`config.mk`:
```
export PLATFORM = sky130hd
export DESIGN_NAME = cci_top
export DESIGN_NICKNAME = d
export VERILOG_FILES = /design/src/logic/cci_chan.v /design/src/logic/cci_top.v
export VERILOG_INCLUDE_DIRS = /design/src /design/src/logic
export SDC_FILE = /design/constraint.sdc
export NUM_CORES = 1
export LEC_CHECK = 0
export BUFFER_PORTS_ARGS = -buffer_cell sky130_fd_sc_hd__buf_2
export CAP_MARGIN = 20
export CORE_ASPECT_RATIO = 0.7
export CORE_MARGIN = 1.5
export CORE_UTILIZATION = 41
export CTS_CLUSTER_DIAMETER = 60
export DETAILED_ROUTE_END_ITERATION = 16
export HOLD_SLACK_MARGIN = 0.06
export PLACE_DENSITY_LB_ADDON = 0.15
export SYNTH_ARGS = -nofsm -noshare
export SYNTH_HDL_FRONTEND = slang
export SYNTH_HIERARCHICAL = 1
export SYNTH_SLANG_ARGS = --single-unit
```
`constraint.sdc`:
```
create_clock -name clk_sys -period 1.8 [get_ports clk_sys]
set_input_delay 0.45 -clock clk_sys [delete_from_list [all_inputs] [get_ports clk_sys]]
set_output_delay 0.45 -clock clk_sys [all_outputs]
set_load 0.01 [all_outputs]
```
`src/logic/cci_defs.vh`:
```
`ifndef CCI_DEFS_VH
`define CCI_DEFS_VH

// Register byte addresses on the AXI4-Lite port.
`define CCI_OFF_CTRL0        4'h0
`define CCI_OFF_CTRL1        4'h4
`define CCI_OFF_STATUS       4'h8
`define CCI_OFF_MASK         4'hc

// Fields of each comparator_control register.
`define CCI_CTRL_EN          0
`define CCI_CTRL_REF_SEL     1
`define CCI_CTRL_PIN_EN      2
`define CCI_CTRL_OUT_VAL     4
`define CCI_CTRL_SETTLING    5
`define CCI_CTRL_WR_MASK     3'h7
`define CCI_CTRL_RST         3'h0

// Status and mask layout: one change flag per comparator in bits 1:0.
`define CCI_STAT_FLAG_LSB    0
`define CCI_MASK_RST         2'h0

// AXI response codes.
`define CCI_RESP_OKAY        2'h0
`define CCI_RESP_SLVERR      2'h2

// Settling window after enable.
`define CCI_SETTLE_NS        10000
`define CCI_CLK_PERIOD_NS    4
// Settle count is the settle time over the clock period, sized to the settle counter.
`define CCI_SETTLE_CYC       12'd2500
`define CCI_SETTLE_W         12

`endif

```
`src/logic/cci_chan.v`:
```
`include "cci_defs.vh"

////////////////////////////////////////////////////////////////////////////////
module cci_chan (
   // Clock and reset
   input  wire clk_sys,
   input  wire rstn,
   // Control
   input  wire enable,
   input  wire flag_clr,
   // Analog core result, high while positive input exceeds negative input
   input  wire cmp_raw,
   // Status
   output wire result,
   output wire change_flag,
   output wire settling
);

   reg                       sync1_ff;
   reg                       sync2_ff;
   reg                       prev_ff;
   reg                       en_d_ff;
   reg                       flag_ff;
   reg  [`CCI_SETTLE_W-1:0]  settle_ff;
   reg  [`CCI_SETTLE_W-1:0]  nxt_settle;
   wire                      change;

   always @* begin
      nxt_settle = settle_ff;
      if (!enable) begin
         nxt_settle = {`CCI_SETTLE_W{1'b0}};
      // settle window
      end else if (!en_d_ff) begin
         nxt_settle = `CCI_SETTLE_CYC;
      end else if (settle_ff != {`CCI_SETTLE_W{1'b0}}) begin
         nxt_settle = settle_ff - {{(`CCI_SETTLE_W-1){1'b0}}, 1'b1};
      end
   end

   // either edge
   // The first enabled cycle still sees the count at zero before it loads, so it is blocked too.
   assign change = enable && en_d_ff && (settle_ff == {`CCI_SETTLE_W{1'b0}}) &&
                   (sync2_ff != prev_ff);

   always @(posedge clk_sys) begin
      if (!rstn) begin
         sync1_ff  <= 1'b0;
         sync2_ff  <= 1'b0;
         prev_ff   <= 1'b0;
         en_d_ff   <= 1'b0;
         flag_ff   <= 1'b0;
         settle_ff <= {`CCI_SETTLE_W{1'b0}};
      end else begin
         sync1_ff  <= cmp_raw;
         sync2_ff  <= sync1_ff;
         prev_ff   <= sync2_ff;
         en_d_ff   <= enable;
         settle_ff <= nxt_settle;
         // flag sets, set beats clear
         flag_ff   <= change | (flag_ff & ~flag_clr);
      end
   end

   // result zero unless enabled and positive input higher
   assign result      = enable & sync2_ff;
   assign change_flag = flag_ff;
   assign settling    = (settle_ff != {`CCI_SETTLE_W{1'b0}});

endmodule

```
`src/logic/cci_top.v`:
```
`include "cci_defs.vh"

////////////////////////////////////////////////////////////////////////////////
// What this block does
// Comparator result is one only while positive input exceeds negative input.
// Each comparator's negative input selects between pin and internal reference.
// Software reads the current comparator output as a register bit.
// On the pin-capable variant, comparator output may drive an output pin.
// When configured, an output change sets the flag and requests an interrupt.
// After enable, output and flag are unreliable for a 10 us settling time.
// Software keeps the interrupt disabled during the settling time.
// Software clears the flag before enabling the interrupt.
// One comparator on the small variant, two otherwise, each with own control.
// Flag sets on either edge of the synced output and stays until cleared.
module cci_top #(
   parameter CMP_COUNT   = 2,
   parameter PIN_VARIANT = 1
) (
   // Clock and reset
   input  wire        clk_sys,
   input  wire        rstn,
   // AXI4-Lite write address
   input  wire [31:0] s_axi_awaddr,
   input  wire        s_axi_awvalid,
   output wire        s_axi_awready,
   // AXI4-Lite write data
   input  wire [31:0] s_axi_wdata,
   input  wire [3:0]  s_axi_wstrb,
   input  wire        s_axi_wvalid,
   output wire        s_axi_wready,
   // AXI4-Lite write response
   output wire [1:0]  s_axi_bresp,
   output wire        s_axi_bvalid,
   input  wire        s_axi_bready,
   // AXI4-Lite read address
   input  wire [31:0] s_axi_araddr,
   input  wire        s_axi_arvalid,
   output wire        s_axi_arready,
   // AXI4-Lite read data
   output wire [31:0] s_axi_rdata,
   output wire [1:0]  s_axi_rresp,
   output wire        s_axi_rvalid,
   input  wire        s_axi_rready,
   // Analog comparator cores
   input  wire [1:0]  cmp_raw,
   output wire [1:0]  cmp_enable,
   output wire [1:0]  cmp_ref_sel,
   // Comparator output pins
   output wire [1:0]  cmp_pin_o,
   output wire [1:0]  cmp_pin_oe,
   // Interrupt
   output wire        irq
);

   ////////////////////////////////////////////////////////////////////////////
   // Declarations

   reg         awready_ff;
   reg         wready_ff;
   reg         bvalid_ff;
   reg  [1:0]  bresp_ff;
   reg         arready_ff;
   reg         rvalid_ff;
   reg  [1:0]  rresp_ff;
   reg  [31:0] rdata_ff;
   reg         aw_hold_ff;
   reg         w_hold_ff;
   reg  [3:0]  awaddr_ff;
   reg  [31:0] wdata_ff;
   reg  [3:0]  wstrb_ff;

   reg  [2:0]  ctrl_ff [0:1];
   reg  [1:0]  mask_ff;
   reg         irq_ff;
   reg  [1:0]  pin_o_ff;
   reg  [1:0]  pin_oe_ff;
   reg  [1:0]  en_ff;
   reg  [1:0]  ref_ff;

   reg  [31:0] nxt_rdata;
   reg  [1:0]  nxt_rresp;
   reg  [1:0]  nxt_bresp;
   reg         nxt_stat_rd;

   wire        aw_take;
   wire        w_take;
   wire        ar_take;
   wire        do_write;
   wire [3:0]  araddr_w;
   wire [1:0]  result;
   wire [1:0]  flag;
   wire [1:0]  settling;
   wire [1:0]  flag_clr;
   wire [1:0]  present;

   assign aw_take  = s_axi_awvalid & awready_ff;
   assign w_take   = s_axi_wvalid & wready_ff;
   assign ar_take  = s_axi_arvalid & arready_ff;
   assign do_write = aw_hold_ff & w_hold_ff & ~bvalid_ff;
   assign araddr_w = s_axi_araddr[3:0];

   ////////////////////////////////////////////////////////////////////////////
   // Comparator channels

   genvar gi;
   generate
      for (gi = 0; gi < 2; gi = gi + 1) begin : g_chan
         // channel count
         assign present[gi] = (gi < CMP_COUNT);

         cci_chan u_chan (
            .clk_sys     (clk_sys),
            .rstn        (rstn),
            .enable      (ctrl_ff[gi][`CCI_CTRL_EN] & present[gi]),
            .flag_clr    (flag_clr[gi]),
            .cmp_raw     (cmp_raw[gi]),
            .result      (result[gi]),
            .change_flag (flag[gi]),
            .settling    (settling[gi])
         );
      end
   endgenerate

   // A status read clears the flags it returned; the channel lets a new edge win.
   assign flag_clr = {2{ar_take & nxt_stat_rd}};

   ////////////////////////////////////////////////////////////////////////////
   // Write channel

   always @* begin
      nxt_bresp = `CCI_RESP_OKAY;
      case (awaddr_ff)
         `CCI_OFF_CTRL0:  nxt_bresp = `CCI_RESP_OKAY;
         `CCI_OFF_CTRL1:  nxt_bresp = present[1] ? `CCI_RESP_OKAY : `CCI_RESP_SLVERR;
         `CCI_OFF_STATUS: nxt_bresp = `CCI_RESP_OKAY;
         `CCI_OFF_MASK:   nxt_bresp = `CCI_RESP_OKAY;
         default:         nxt_bresp = `CCI_RESP_SLVERR;
      endcase
   end

   always @(posedge clk_sys) begin
      if (!rstn) begin
         awready_ff <= 1'b1;
         wready_ff  <= 1'b1;
         bvalid_ff  <= 1'b0;
         bresp_ff   <= `CCI_RESP_OKAY;
         aw_hold_ff <= 1'b0;
         w_hold_ff  <= 1'b0;
         awaddr_ff  <= 4'h0;
         wdata_ff   <= 32'h0000_0000;
         wstrb_ff   <= 4'h0;
      end else begin
         if (aw_take) begin
            awaddr_ff  <= s_axi_awaddr[3:0];
            aw_hold_ff <= 1'b1;
            awready_ff <= 1'b0;
         end
         if (w_take) begin
            wdata_ff  <= s_axi_wdata;
            wstrb_ff  <= s_axi_wstrb;
            w_hold_ff <= 1'b1;
            wready_ff <= 1'b0;
         end
         if (do_write) begin
            aw_hold_ff <= 1'b0;
            w_hold_ff  <= 1'b0;
            bvalid_ff  <= 1'b1;
            bresp_ff   <= nxt_bresp;
         end
         // Address and data are only offered again once the response is taken.
         if (bvalid_ff && s_axi_bready) begin
            bvalid_ff  <= 1'b0;
            awready_ff <= 1'b1;
            wready_ff  <= 1'b1;
         end
      end
   end

   ////////////////////////////////////////////////////////////////////////////
   // Control and mask registers

   always @(posedge clk_sys) begin
      if (!rstn) begin
         ctrl_ff[0] <= `CCI_CTRL_RST;
         ctrl_ff[1] <= `CCI_CTRL_RST;
         mask_ff    <= `CCI_MASK_RST;
      end else if (do_write && wstrb_ff[0]) begin
         case (awaddr_ff)
            `CCI_OFF_CTRL0: ctrl_ff[0] <= wdata_ff[2:0] & `CCI_CTRL_WR_MASK;
            `CCI_OFF_CTRL1: begin
               if (present[1]) begin
                  ctrl_ff[1] <= wdata_ff[2:0] & `CCI_CTRL_WR_MASK;
               end
            end
            `CCI_OFF_MASK:  mask_ff <= wdata_ff[1:0] & present;
            default: ;
         endcase
      end
   end

   ////////////////////////////////////////////////////////////////////////////
   // Read channel

   always @* begin
      nxt_rdata   = 32'h0000_0000;
      nxt_rresp   = `CCI_RESP_OKAY;
      nxt_stat_rd = 1'b0;
      case (araddr_w)
         `CCI_OFF_CTRL0: begin
            nxt_rdata[2:0] = ctrl_ff[0];
            // output readback
            nxt_rdata[`CCI_CTRL_OUT_VAL]  = result[0];
            nxt_rdata[`CCI_CTRL_SETTLING] = settling[0];
         end
         `CCI_OFF_CTRL1: begin
            if (present[1]) begin
               nxt_rdata[2:0] = ctrl_ff[1];
               nxt_rdata[`CCI_CTRL_OUT_VAL]  = result[1];
               nxt_rdata[`CCI_CTRL_SETTLING] = settling[1];
            end else begin
               nxt_rresp = `CCI_RESP_SLVERR;
            end
         end
         `CCI_OFF_STATUS: begin
            nxt_rdata[1:0] = flag & present;
            nxt_stat_rd    = 1'b1;
         end
         `CCI_OFF_MASK: begin
            nxt_rdata[1:0] = mask_ff;
         end
         default: begin
            nxt_rresp = `CCI_RESP_SLVERR;
         end
      endcase
   end

   always @(posedge clk_sys) begin
      if (!rstn) begin
         arready_ff <= 1'b1;
         rvalid_ff  <= 1'b0;
         rresp_ff   <= `CCI_RESP_OKAY;
         rdata_ff   <= 32'h0000_0000;
      end else begin
         if (ar_take) begin
            arready_ff <= 1'b0;
            rvalid_ff  <= 1'b1;
            rresp_ff   <= nxt_rresp;
            rdata_ff   <= nxt_rdata;
         end
         if (rvalid_ff && s_axi_rready) begin
            rvalid_ff  <= 1'b0;
            arready_ff <= 1'b1;
         end
      end
   end

   ////////////////////////////////////////////////////////////////////////////
   // Analog controls, pin routing and interrupt

   integer k;
   always @(posedge clk_sys) begin
      if (!rstn) begin
         en_ff     <= 2'h0;
         ref_ff    <= 2'h0;
         pin_o_ff  <= 2'h0;
         pin_oe_ff <= 2'h0;
         irq_ff    <= 1'b0;
      end else begin
         for (k = 0; k < 2; k = k + 1) begin
            en_ff[k]     <= ctrl_ff[k][`CCI_CTRL_EN] & present[k];
            // reference select
            ref_ff[k]    <= ctrl_ff[k][`CCI_CTRL_REF_SEL] & present[k];
            // pin routing
            pin_oe_ff[k] <= ctrl_ff[k][`CCI_CTRL_PIN_EN] & present[k] & (PIN_VARIANT != 0);
            pin_o_ff[k]  <= result[k] & ctrl_ff[k][`CCI_CTRL_PIN_EN] & (PIN_VARIANT != 0);
         end
         // interrupt request
         irq_ff <= |(flag & mask_ff & present);
      end
   end

   assign s_axi_awready = awready_ff;
   assign s_axi_wready  = wready_ff;
   assign s_axi_bresp   = bresp_ff;
   assign s_axi_bvalid  = bvalid_ff;
   assign s_axi_arready = arready_ff;
   assign s_axi_rdata   = rdata_ff;
   assign s_axi_rresp   = rresp_ff;
   assign s_axi_rvalid  = rvalid_ff;
   assign cmp_enable    = en_ff;
   assign cmp_ref_sel   = ref_ff;
   assign cmp_pin_o     = pin_o_ff;
   assign cmp_pin_oe    = pin_oe_ff;
   assign irq           = irq_ff;

endmodule

```
After elaboration in Yosys (flattened, before gate mapping)
Memories as Yosys holds them, arrays and structs flattened.
Cells that the tools add are included.
{ "word_totals": {"register_bits": 69, "memories": 1, "rom_bits": 0, "latchBits": 0, "ram_bits": 6} }
{ "mem_list": {"columns": ["memory", "words", "width", "read_ports", "rd_ports_with_merged_regs", "wr", "line_no", "rtl"], "rows": [
  ["ctrl_ff", 2, 3, 2, 0, 2, "cci_top.v:72", "reg [2:0] ctrl_ff [0:1];"]
]} }
{ "classes": {"n_reduce_logical": 26, "n_mul": 0, "shift": 0, "n_mux": 21, "n_eq_ne": 10, "div_mod_pow": 0, "addsub": 2, "order_cmp": 0, "n_bitwise": 20} }
{ "op_table": {"columns": ["cell", "count"], "rows": [
  ["two-way mux 12 bit", 4],
  ["logical NOT 12 bit", 2],
  ["nonzero test 12 bit", 2],
  ["subtractor 12 x 1 -> 12 bit (second input constant)", 2],
  ["== test 4 bit (second input constant)", 4],
  ["bitwise AND 1 bit", 12],
  ["two-way mux 1 bit", 10],
  ["logical AND 1 bit", 9],
  ["== test 4 x 3 -> 1 bit (second input constant)", 2],
  ["logical NOT 4 bit", 2],
  ["case mux 2 bit (4 select lines)", 1],
  ["OR reduction 2 bit", 4],
  ["OR reduction 4 bit", 2],
  ["two-way mux 3 bit", 2],
  ["AND reduction 2 bit", 3],
  ["AND reduction 3 bit", 2],
  ["two-way mux 2 bit", 2],
  ["!= test 2 x 1 -> 1 bit (second input constant)", 2],
  ["bitwise OR 1 bit", 4],
  ["case mux 2 bit (2 select lines)", 1],
  ["inverter 1 bit", 3],
  ["bitwise AND 2 bit", 1],
  ["!= test 1 bit", 2],
  ["case mux 1 bit (2 select lines)", 1]
]} }

Longest topological paths before layout
Gate-level depths: netlist (run 1).
{ "logic_depth": {"ltp_word": 7, "mapped_depth": 8} }

Modules after synthesis
Netlist (run 1), hierarchy kept.
{ "modules_own_cells": {"columns": ["module", "n_inst", "cells_each", "area_each_um2", "seq_area_each_um2"], "rows": [
  ["cci_top", 1, 179, 1697.9, 840.8],
  ["cci_chan", 2, 87, 770.7, 340.3]
]} }

Worst setup path after synthesis (run 1)
No wires, ideal clock.
{ "synth_path": {"kind": "flip-flop to flip-flop", "start": "register g_chan[1].u_chan.settle_ff[0]", "end": "register g_chan[1].u_chan.settle_ff[5]", "setup_ns": 0.121, "path_stages_with_launch": 8, "required_ns": 1.679, "synth_period_minus_slack_ns": 1.703, "n_path_buf": 1, "slack_ns": 0.097, "t_arrival_ns": 1.583, "path_cell_list": "dfxtp_1 > inv_1 > ha_1 > nor4b_1 > nand4b_1 > buf_4 > nand3_1 > mux2_2"} }
{ "synth_via": {"elab_chain_len": 1, "elab_cells_between_ends": 2} }
{ "synth_rtl": {"columns": ["element", "line_no", "rtl"], "rows": [
  ["from (decl)", "cci_chan.v:24", "reg [`CCI_SETTLE_W-1:0] settle_ff;"],
  ["from (signal assigned)", "cci_chan.v:52", "settle_ff <= {`CCI_SETTLE_W{1'b0}};"],
  ["from (signal assigned)", "cci_chan.v:58", "settle_ff <= nxt_settle;"],
  ["nonzero test 12 bit", null, null],
  ["net settling[1]", "cci_top.v:92", "wire [1:0] settling;"]
]} }
The timed path passes the listed nets, and every way through them passes these cells.
A chain may end at the register's enable or synchronous reset.

Final worst setup path (run 1)
{ "layout_path": {"start": "register g_chan[0].u_chan.settle_ff[0]", "end": "register rdata_ff[5] (netlist: s_axi_rdata[5])"} }
{ "layout_via": {"elab_chain_len": 2} }
{ "layout_rtl": {"columns": ["element", "line_no", "rtl"], "rows": [
  ["from (decl)", "cci_chan.v:24", null],
  ["from (signal assigned)", "cci_chan.v:52", null],
  ["from (signal assigned)", "cci_chan.v:58", null],
  ["nonzero test 12 bit", "cci_chan.v:67", "assign settling = (settle_ff != {`CCI_SETTLE_W{1'b0}});"],
  ["net settling[0]", "cci_top.v:92", null],
  ["case mux 2 bit (2 select lines)", "cci_top.v:208", "case (araddr_w)"],
  ["to (signal assigned)", "cci_top.v:248", "rdata_ff <= nxt_rdata;"],
  ["to (decl)", "cci_top.v:65", "reg [31:0] rdata_ff;"]
]} }
The timed path passes the listed nets, and every way through them passes these cells.

==> results.py, run 1 <==
metrics = {
    "logic_synthesis": {
        "synth_warnings": 6,
        "synth_edf_count": 6,
        "synth_area_mm2": 0.00324,
        "synth-async-reset-ratio": 0,
        "syn-mean-instance-area_um2": 9.18,
        "yosys.area.top_type_share": 0.414,
        "synth_seq_cells": 73,
        "synth_cell_types": 45,
        "netlist_top_cells_count": "dfxtp_1 (67), nand2_1 (36), buf_4 (31)",
        "synth_cells": 353,
        "ys_seq_area_frac": 0.470,
        "yosys.area.top_type": "dfxtp_1",
        "synth_area_leaders": "dfxtp_1 (41%), buf_4 (7.2%), edfxtp_1 (5.6%)",
        "synth_most_common_cell": "dfxtp_1",
        "synth-main-ff-cell": "dfxtp_1",
    },
    "floorplanning": {
        "die_w_um": 109,
        "io_pins": 159,
        "dieHeight_um": 77.4,
        "start_util": 0.433,
        "num_rows": 26,
        "dieArea_mm2": 0.00845,
        "coreArea_mm2": 0.00748,
    },
    "clock_tree": {
        "cts_made_buffers": 9,
        "clock-root-buffer": "clkbuf_16",
        "holdBufCountCts": 0,
        "clockBufferDepth": 2,
        "cts_htree_levels": 3,
        "clk_latency_ns": 0.34,
        "cts_tree": "built",
        "clk_pin_slew_worst_paths_ns": 0.06,
        "clock-sinks": 73,
    },
    "grt": {
        "grtUsageTotal": 0.173,
        "grt_overflow": 0,
        "grt_max_degree": 26,
        "first_global_vias": 2409,
        "antenna_found_initial": 0,
        "grt_pass1_wl_mm": 11.2,
    },
    "timing": {
        "tns_ns": 0,
        "slew_violations": 0,
        "period_needed_ns": 1.70,
        "hold_violations": 0,
        "setup_viol": 0,
        "final.setup_skew_ns": 0.00988,
        "timing.fmax_mhz": 588,
        "period_share": 0.946,
    },
    "routing": {
        "first_iter_violations": 92,
        "via_per_inst": 4.94,
        "wl_per_cell_um": 12.9,
        "first_pass_iters": 4,
        "routed_wl_mm": 6.78,
        "antenna_left": 0,
        "post-route-drc-count": 0,
        "num_vias": 2602,
    },
    "finish": {
        "final_cell_area_mm2": 0.00399,
        "n_antenna_cell": 0,
        "nets": 537,
        "drive_above_1_share": 0.254,
        "area_delta_synth_final_pct": 23.2,
    },
    "hold_path": {
        "hp-class": "in -> reg",
        "hp-start": "cmp_raw[1]",
    },
    "critical_path": {
        "path_class": "reg -> reg",
        "timing.rr.end": "s_axi_rdata[5]",
        "startpoint": "g_chan[0].u_chan/settle_ff[0]",
        "startpoint_type": "flip-flop",
        "crit_path_end_kind": "flip-flop",
        "reg2reg_slack_ns": 0.1,
        "r2r-start": "g_chan[0].u_chan/settle_ff[0]",
        "worstSetupEndpoint": "s_axi_rdata[5]",
        "critPathMaxFanout": 5,
        "worstPathRequired_ns": 2.07,
        "rr_worst_depth": 9,
        "crit_arrival_ns": 1.97,
    },
    "place": {
        "globalplace.congestion": 0.818,
        "dp_hpwl_mm": 4.80,
        "numPortBuffers": 41,
        "placed_area_mm2": 0.00361,
    },
    "pwr": {
        "power.switching_uw": 997,
        "pwr-share-clk": 0.445,
        "power.share.combinational": 0.100,
        "sw_frac_of_total": 0.261,
        "vdd_ir_drop_max_mv": 0.487,
        "power_frac_seq": 0.455,
        "intPower_uw": 2820,
        "power.density_mw_per_mm2": 958,
        "p_leak_uw": 0.00177,
    },
    "outcome": {
        "status": "complete, no violations",
    },
    "run": {
        "maxCapViolCount": 0,
    },
}
==> cell families after synthesis <==
logic type / share of synthesized area
adders and majority gates: 0.0155
other: 0.00116
buffers and inverters: 0.0989
xor gates and xnor gates: 0.0108
and+or+nand+nor: 0.253
muxes: 0.0514
AOI/OAI and AO/OA: 0.0993
DFF: 0.470
==> power by group through the flow <==
stage          clock [uW]  combinational, uW  sequential, uW
2_1_floorplan           0                274            1770
3_3_place_gp            0                353            1770
3_5_place_dp            0                357            1770
4_1_cts              1750                369            1740
5_1_grt              1830                430            1750
6_report             1700                382            1740
==> per-layer routing <==
layer	GRT usage	routed length, um	vias to the layer above
met4	0.0623	71	0
met2	0.246	2910	59
met1	0.237	3460	1221
met5	0	0	-
met3	0.0655	340	7
li1	-	-	1315
==> state kept, by name, indices dropped and copies added, names as in the netlist, 3 cells and up <==
name / flops
awaddr_ff: 4
ctrl_ff: 6
g_chan.u_chan/settle_ff: 24
s_axi_rdata: 5
wdata_ff: 3
==> placed cells by master, fill, tap and decap left out, types with 4 or more instances in the layout <==
| cell | n |
|---|---|
| or3_1 | 5 |
| nand2_1 | 36 |
| conb_1 | 29 |
| nor2b_1 | 4 |
| and2_1 | 14 |
| mux2i_1 | 11 |
| o21ai_0 | 4 |
| nor3_1 | 5 |
| nor3_2 | 4 |
| edfxtp_1 | 6 |
| and3_1 | 5 |
| dfxtp_1 | 65 |
| a21oi_1 | 30 |
| nor2_1 | 27 |
| nand3_1 | 20 |
| a31oi_1 | 8 |
| buf_4 | 24 |
| nand4_1 | 4 |
| inv_1 | 16 |
| buf_2 | 41 |
| clkbuf_16 | 9 |
==> area by class of cell <==
type | count | area [um^2]
fillers | 701 | 3490
multi-input cells | 254 | 1570
flip-flops and latches | 73 | 1520
repair buffers | 68 | 419
clock buffers | 9 | 225
well taps | 98 | 123
inverters | 18 | 67.6
clock inverters | 7 | 61.3
==> stage by stage <==
stage	setup WS (ns)	total power, uW	hold WS [ns]	cells	utilization
2_1_floorplan	0.0966	2040	0.412	381	-
3_3_place_gp	-0.0561	2120	0.420	509	0.482
3_5_place_dp	-0.0432	2130	0.425	509	0.482
4_1_cts	-0.0137	3860	0.309	527	0.525
5_1_grt	-0.00832	4010	0.320	527	0.533
6_report	0.0980	3820	0.320	527	0.533
==> worst min path at each step <==
stage | endpoint | slack [ns] | cells after the start
2_1_floorplan | g_chan[0].u_chan/sync2_ff | 0.41 | 1
3_3_place_gp | g_chan[1].u_chan/sync2_ff | 0.42 | 1
3_5_place_dp | g_chan[0].u_chan/sync2_ff | 0.42 | 1
4_1_cts | g_chan[1].u_chan/sync1_ff | 0.31 | 2
5_1_grt | g_chan[1].u_chan/sync1_ff | 0.32 | 2
6_report | g_chan[1].u_chan/sync1_ff | 0.32 | 2
==> worst max-delay path, cell delays in order (launching register included) <==
cell	delay, ns
dfxtp_2	0.33
inv_2	0.05
ha_4	0.16
nor4b_4	0.12
buf_4	0.14
nand4b_1	0.18
buf_6	0.15
mux2i_1	0.07
or3_1	0.31
a21oi_1	0.12
==> repair_timing <==
action / CTS / global route
resized for setup: 4 / 14
setup buffers: 2 / 0
pin swaps: 1 / 5
setup endpoints to repair: 5 / 12
hold endpoints to repair: 0 / 0
Power figures use the tool's default switching activity.
==> run 2: changes to the inputs <==
--- a/config.mk
+++ b/config.mk
@@ -10,11 +10,12 @@
 export CAP_MARGIN = 20
 export CORE_ASPECT_RATIO = 0.7
 export CORE_MARGIN = 1.5
-export CORE_UTILIZATION = 41
+export CORE_UTILIZATION = 46
 export CTS_CLUSTER_DIAMETER = 60
 export DETAILED_ROUTE_END_ITERATION = 16
 export HOLD_SLACK_MARGIN = 0.06
 export PLACE_DENSITY_LB_ADDON = 0.15
+export SETUP_SLACK_MARGIN = 0.2
 export SYNTH_ARGS = -nofsm -noshare
 export SYNTH_HDL_FRONTEND = slang
 export SYNTH_HIERARCHICAL = 1
==> constraint.sdc (replaced) <==
create_clock -name clk_sys -period 1.9 [get_ports clk_sys]
set_input_delay 0.475 -clock clk_sys [delete_from_list [all_inputs] [get_ports clk_sys]]
set_output_delay 0.475 -clock clk_sys [all_outputs]
set_load 0.01 [all_outputs]
==> run 2 against run 1 <==
Sequential share of layout area increased by 1.6 points. Maximum frequency decreased by 0.16%. Critical path depth decreased by 1. Cell area decreased by 3.9%.
==> results.py, run 2 (synthesized netlist as in run 1, its figures left out) <==
metrics = {
    "clock_tree": {
        "clockBufferDepth": 2,
        "clk_pin_slew_worst_paths_ns": 0.09,
        "cts_made_buffers": 9,
        "clock-sinks": 73,
        "cts_tree": "built",
        "cts_htree_levels": 3,
        "clock-root-buffer": "clkbuf_8",
        "holdBufCountCts": 0,
        "clk_latency_ns": 0.35,
    },
    "routing": {
        "first_pass_iters": 4,
        "routed_wl_mm": 6.35,
        "num_vias": 2534,
        "first_iter_violations": 65,
        "wl_per_cell_um": 12.3,
        "via_per_inst": 4.92,
        "post-route-drc-count": 0,
        "antenna_left": 0,
    },
    "grt": {
        "antenna_found_initial": 0,
        "grtUsageTotal": 0.181,
        "first_global_vias": 2298,
        "grt_overflow": 0,
        "grt_pass1_wl_mm": 10.5,
        "grt_max_degree": 15,
    },
    "place": {
        "globalplace.congestion": 0.829,
        "numPortBuffers": 41,
        "dp_hpwl_mm": 4.60,
        "pre_cts_slack_ns": 0.0866,
    },
    "finish": {
        "drive_above_1_share": 0.245,
        "final_cell_mix": "dfxtp_1 (63), buf_2 (41), nand2_1 (36)",
        "largest_reg_flops": 24,
        "regMostFlops": "g_chan.u_chan/settle_ff",
        "layout_commonest_cell": "dfxtp_1",
        "fin_util": 0.565,
        "area_delta_synth_final_pct": 18.4,
        "n_antenna_cell": 0,
        "nets": 529,
        "nFillCells": 645,
    },
    "critical_path": {
        "path_class": "reg -> reg",
        "r2r-start": "g_chan[1].u_chan/settle_ff[1]",
        "reg2reg_slack_ns": 0.20,
        "startpoint_type": "flip-flop",
        "timing.rr.end": "s_axi_rdata[5]",
        "crit_path_end_kind": "flip-flop",
        "critPathMaxFanout": 4,
        "worstPathRequired_ns": 2.15,
        "cpPeakStageDelay_ns": 0.34,
        "cp_cell_sequence": "inv_2 > ha_4 > nor4b_4 > nand4b_1 > buf_4 > mux2i_2 > or3_1 > a21oi_1",
        "rr_worst_depth": 8,
        "crit_slowest_cell": "dfxtp_2",
        "crit_arrival_ns": 1.95,
    },
    "timing": {
        "setup_viol": 0,
        "period_needed_ns": 1.70,
        "hold_violations": 0,
        "final.setup_skew_ns": 0.0143,
        "whs_ns": 0.326,
        "rsz0062_at_grt": "yes",
        "timing.fmax_mhz": 587,
        "setup_slack_ns": 0.195,
        "period_share": 0.897,
        "slew_violations": 0,
        "tns_ns": 0,
    },
    "hold_path": {
        "hold_path_depth": 2,
        "hold_end": "g_chan[1].u_chan/sync1_ff",
        "hp-class": "in -> reg",
        "hp-start": "cmp_raw[1]",
    },
    "floorplanning": {
        "coreArea_mm2": 0.00679,
        "start_util": 0.477,
        "num_rows": 25,
        "dieArea_mm2": 0.00756,
        "dieHeight_um": 73.2,
        "die_w_um": 103,
        "io_pins": 159,
    },
    "pwr": {
        "power.density_mw_per_mm2": 833,
        "vdd_ir_drop_max_mv": 0.379,
        "p_leak_uw": 0.00169,
    },
    "run": {
        "maxCapViolCount": 0,
    },
    "outcome": {
        "status": "complete, no violations",
    },
}
run 2: per-stage QoR:
step	std cells	instance area (um^2)	power (uW)
finish	515	3840	3200
global route	515	3840	3340
CTS	514	3780	3220
detailed placement	495	3540	2010
global placement	495	3540	2000
floorplan	381	3360	1940
run 2: metal layers:
metal	share of wire	track usage
met1	0.50	0.250
met2	0.45	0.273
met5	0	0
met3	0.047	0.0670
met4	0.0024	0.0360
run 2: worst max-delay path: cells and delay by family (launching register included):
kind	cells	cell delay (ns)
fa+ha+maj	1	0.14
mux	1	0.16
compound gates	1	0.06
flops	1	0.34
buf+inv	2	0.29
simple gates	3	0.62
run 2: how the worst max path moves through the flow:
| stage | start | endpoint | cells past startpoint |
|---|---|---|---|
| detailed placement | g_chan[1].u_chan/settle_ff[1] | g_chan[1].u_chan/settle_ff[7] | 7 |
| finish | g_chan[1].u_chan/settle_ff[1] | s_axi_rdata[5] | 8 |
| global placement | g_chan[1].u_chan/settle_ff[1] | g_chan[1].u_chan/settle_ff[7] | 7 |
| CTS | g_chan[0].u_chan/settle_ff[1] | g_chan[0].u_chan/settle_ff[5] | 7 |
| global route | g_chan[1].u_chan/settle_ff[1] | s_axi_rdata[5] | 8 |
| floorplan | g_chan[1].u_chan/settle_ff[0] | g_chan[1].u_chan/settle_ff[5] | 7 |
run 2: what timing repair did:
| item | 4_1_cts | 5_1_grt |
|---|---|---|
| setup buffers | 3 | 1 |
| hold endpoints to repair | 0 | 0 |
| cloned | 0 | 0 |
| pin swaps | 2 | 8 |
| resized for setup | 9 | 13 |
| endpoints found under the setup margin | 11 | 11 |
run 2: area by class of cell:
cell class / count / area, um^2 / share of cell area
clock buffer: 10 / 128 / 0.0333
clock inverter: 6 / 65.1 / 0.0170
inverter: 18 / 67.6 / 0.0176
multi-input combinational: 254 / 1580 / 0.412
sequential: 73 / 1530 / 0.398
tap: 94 / 118 / 0.0307
timing repair buffer: 60 / 352 / 0.0917
run 2: power breakdown:
part | switching, uW | internal, uW
registers | 46.4 | 1600
clock network | 588 | 610
logic | 191 | 159
==> run 3: changes to the inputs <==
--- a/config.mk
+++ b/config.mk
@@ -9,11 +9,12 @@
 export BUFFER_PORTS_ARGS = -buffer_cell sky130_fd_sc_hd__buf_2
 export CAP_MARGIN = 20
 export CORE_ASPECT_RATIO = 0.7
-export CORE_MARGIN = 1.5
+export CORE_MARGIN = 10
 export CORE_UTILIZATION = 46
 export CTS_CLUSTER_DIAMETER = 60
 export DETAILED_ROUTE_END_ITERATION = 16
 export HOLD_SLACK_MARGIN = 0.06
+export MAX_ROUTING_LAYER = met4
 export PLACE_DENSITY_LB_ADDON = 0.15
 export SETUP_SLACK_MARGIN = 0.2
 export SYNTH_ARGS = -nofsm -noshare
==> run 3 against run 2 <==
Worst setup slack gained 0.083 ns. Global-route usage shrank 4.7 points. Routed wire length grew 9.8%. Flip-flop and latch count is the same. First-iteration DRC count grew 49%. Clock-buffer cell count grew 1. Die area grew 43%. Cell area grew 1.8%. Power grew 2.8%. Hold slack lost 0.0016 ns. Critical path depth shrank 1. Sequential share of layout area shrank 0.69 points. Critical path type unchanged. Largest cell class unchanged.
==> results.py, run 3 (synthesized netlist as in run 1, its figures left out) <==
metrics = {
    "timing": {
        "setup_slack_ns": 0.278,
        "rsz0062_at_grt": "no",
        "hold_violations": 0,
        "period_share": 0.854,
        "tns_ns": 0,
        "final.setup_skew_ns": 0.0171,
        "period_needed_ns": 1.62,
        "slew_violations": 0,
        "timing.fmax_mhz": 617,
        "setup_viol": 0,
    },
    "clock_tree": {
        "holdBufCountCts": 0,
        "clk_pin_slew_worst_paths_ns": 0.08,
        "clock-sinks": 73,
        "clk_latency_ns": 0.35,
        "clockBufferDepth": 2,
        "cts_htree_levels": 3,
        "cts_made_buffers": 9,
        "clock-root-buffer": "clkbuf_8",
        "cts_tree": "built",
    },
    "finish": {
        "layout_commonest_cell": "dfxtp_1",
        "instances_no_fill": 520,
        "final_cell_mix": "dfxtp_1 (63), buf_2 (41), nand2_1 (36)",
        "area_delta_synth_final_pct": 20.5,
        "nets": 534,
        "drive_above_1_share": 0.256,
        "regMostFlops": "g_chan.u_chan/settle_ff",
        "largest_reg_flops": 24,
        "fin_util": 0.575,
        "n_antenna_cell": 0,
    },
    "place": {
        "placed_cells": 497,
        "numPortBuffers": 41,
        "dp_hpwl_mm": 5.20,
        "pre_cts_slack_ns": 0.124,
        "globalplace.congestion": 0.801,
    },
    "pwr": {
        "power.share.combinational": 0.110,
        "power_frac_seq": 0.501,
        "power_uw": 3280,
        "p_leak_uw": 0.00174,
        "power.density_mw_per_mm2": 841,
        "power.switching_uw": 827,
        "intPower_uw": 2460,
        "sw_frac_of_total": 0.252,
        "pwr-share-clk": 0.389,
        "vdd_ir_drop_max_mv": 0.456,
    },
    "grt": {
        "antenna_found_initial": 0,
        "grtUsageTotal": 0.133,
        "grt_overflow": 0,
        "first_global_vias": 2382,
        "grt_pass1_wl_mm": 11.7,
        "grt_max_degree": 21,
    },
    "critical_path": {
        "worstPathRequired_ns": 2.12,
        "path_class": "reg -> reg",
        "critPathMaxFanout": 2,
        "startpoint_type": "flip-flop",
        "crit_path_end_kind": "flip-flop",
        "reg2reg_slack_ns": 0.28,
        "crit_arrival_ns": 1.85,
    },
    "routing": {
        "via_per_inst": 4.88,
        "first_iter_violations": 97,
        "post-route-drc-count": 0,
        "routed_wl_mm": 6.97,
        "wl_per_cell_um": 13.4,
        "num_vias": 2538,
        "first_pass_iters": 4,
        "antenna_left": 0,
    },
    "floorplanning": {
        "dieHeight_um": 90.2,
        "num_rows": 25,
        "coreArea_mm2": 0.00679,
        "io_pins": 159,
        "die_w_um": 120,
        "dieArea_mm2": 0.0109,
        "start_util": 0.477,
    },
    "outcome": {
        "status": "complete, no violations",
    },
    "run": {
        "maxCapViolCount": 0,
    },
    "hold_path": {
        "hp-class": "in -> reg",
    },
}
-- run 3: repair_timing --
| item | in CTS | in global routing |
|---|---|---|
| setup buffers | 3 | 4 |
| gates cloned | 0 | 0 |
| pin swaps | 3 | 5 |
| resized for setup | 6 | 16 |
| endpoints found under the setup margin | 7 | 15 |
-- run 3: layout make-up --
cell class / count / area (um^2)
fill: 613 / 2880
multi-input combinational: 254 / 1590
sequential: 73 / 1530
timing repair buffer: 65 / 389
clock buffer: 11 / 153
tap: 94 / 118
inverter: 18 / 67.6
clock inverter: 5 / 60.1
-- run 3: power groups by stage --
stage | combinational [uW] | clock [uW] | sequential [uW]
after floorplan | 260 | 0 | 1680
after global placement | 329 | 0 | 1680
after detailed placement | 332 | 0 | 1680
after CTS | 343 | 1310 | 1640
after global routing | 406 | 1380 | 1650
final | 361 | 1280 | 1650
-- run 3: worst max-delay path: stages (launching register included) --
cell	delay, ns
dfxtp_2	0.33
inv_2	0.07
ha_4	0.13
nor4b_4	0.21
nand4b_1	0.17
buf_4	0.16
nand3_1	0.09
mux2_2	0.33
-- run 3: routing by layer --
layer  up-vias  track usage  share of wire
met1      1172        0.174           0.51
met4         0       0.0351         0.0043
li1       1301            -              -
met2        63        0.183           0.43
met5         -            -              0
met3         2       0.0581          0.062
-- run 3: through the flow --
stage | area [um^2] | hold slack, ns
floorplan | 3360 | 0.412
global placement | 3550 | 0.414
detailed placement | 3550 | 0.421
CTS | 3800 | 0.310
global route | 3900 | 0.320
finish | 3900 | 0.325
-- run 3: path summary, 6_finish.rpt --
check	from	endpoint	cells past startpoint
worst min register to register	g_chan[1].u_chan/sync1_ff	g_chan[1].u_chan/sync2_ff	1
worst max register to register	g_chan[1].u_chan/settle_ff[1]	g_chan[1].u_chan/settle_ff[5]	7
worst max-delay path	g_chan[1].u_chan/settle_ff[1]	g_chan[1].u_chan/settle_ff[5]	7
worst min-delay path	cmp_raw[1]	g_chan[1].u_chan/sync1_ff	2
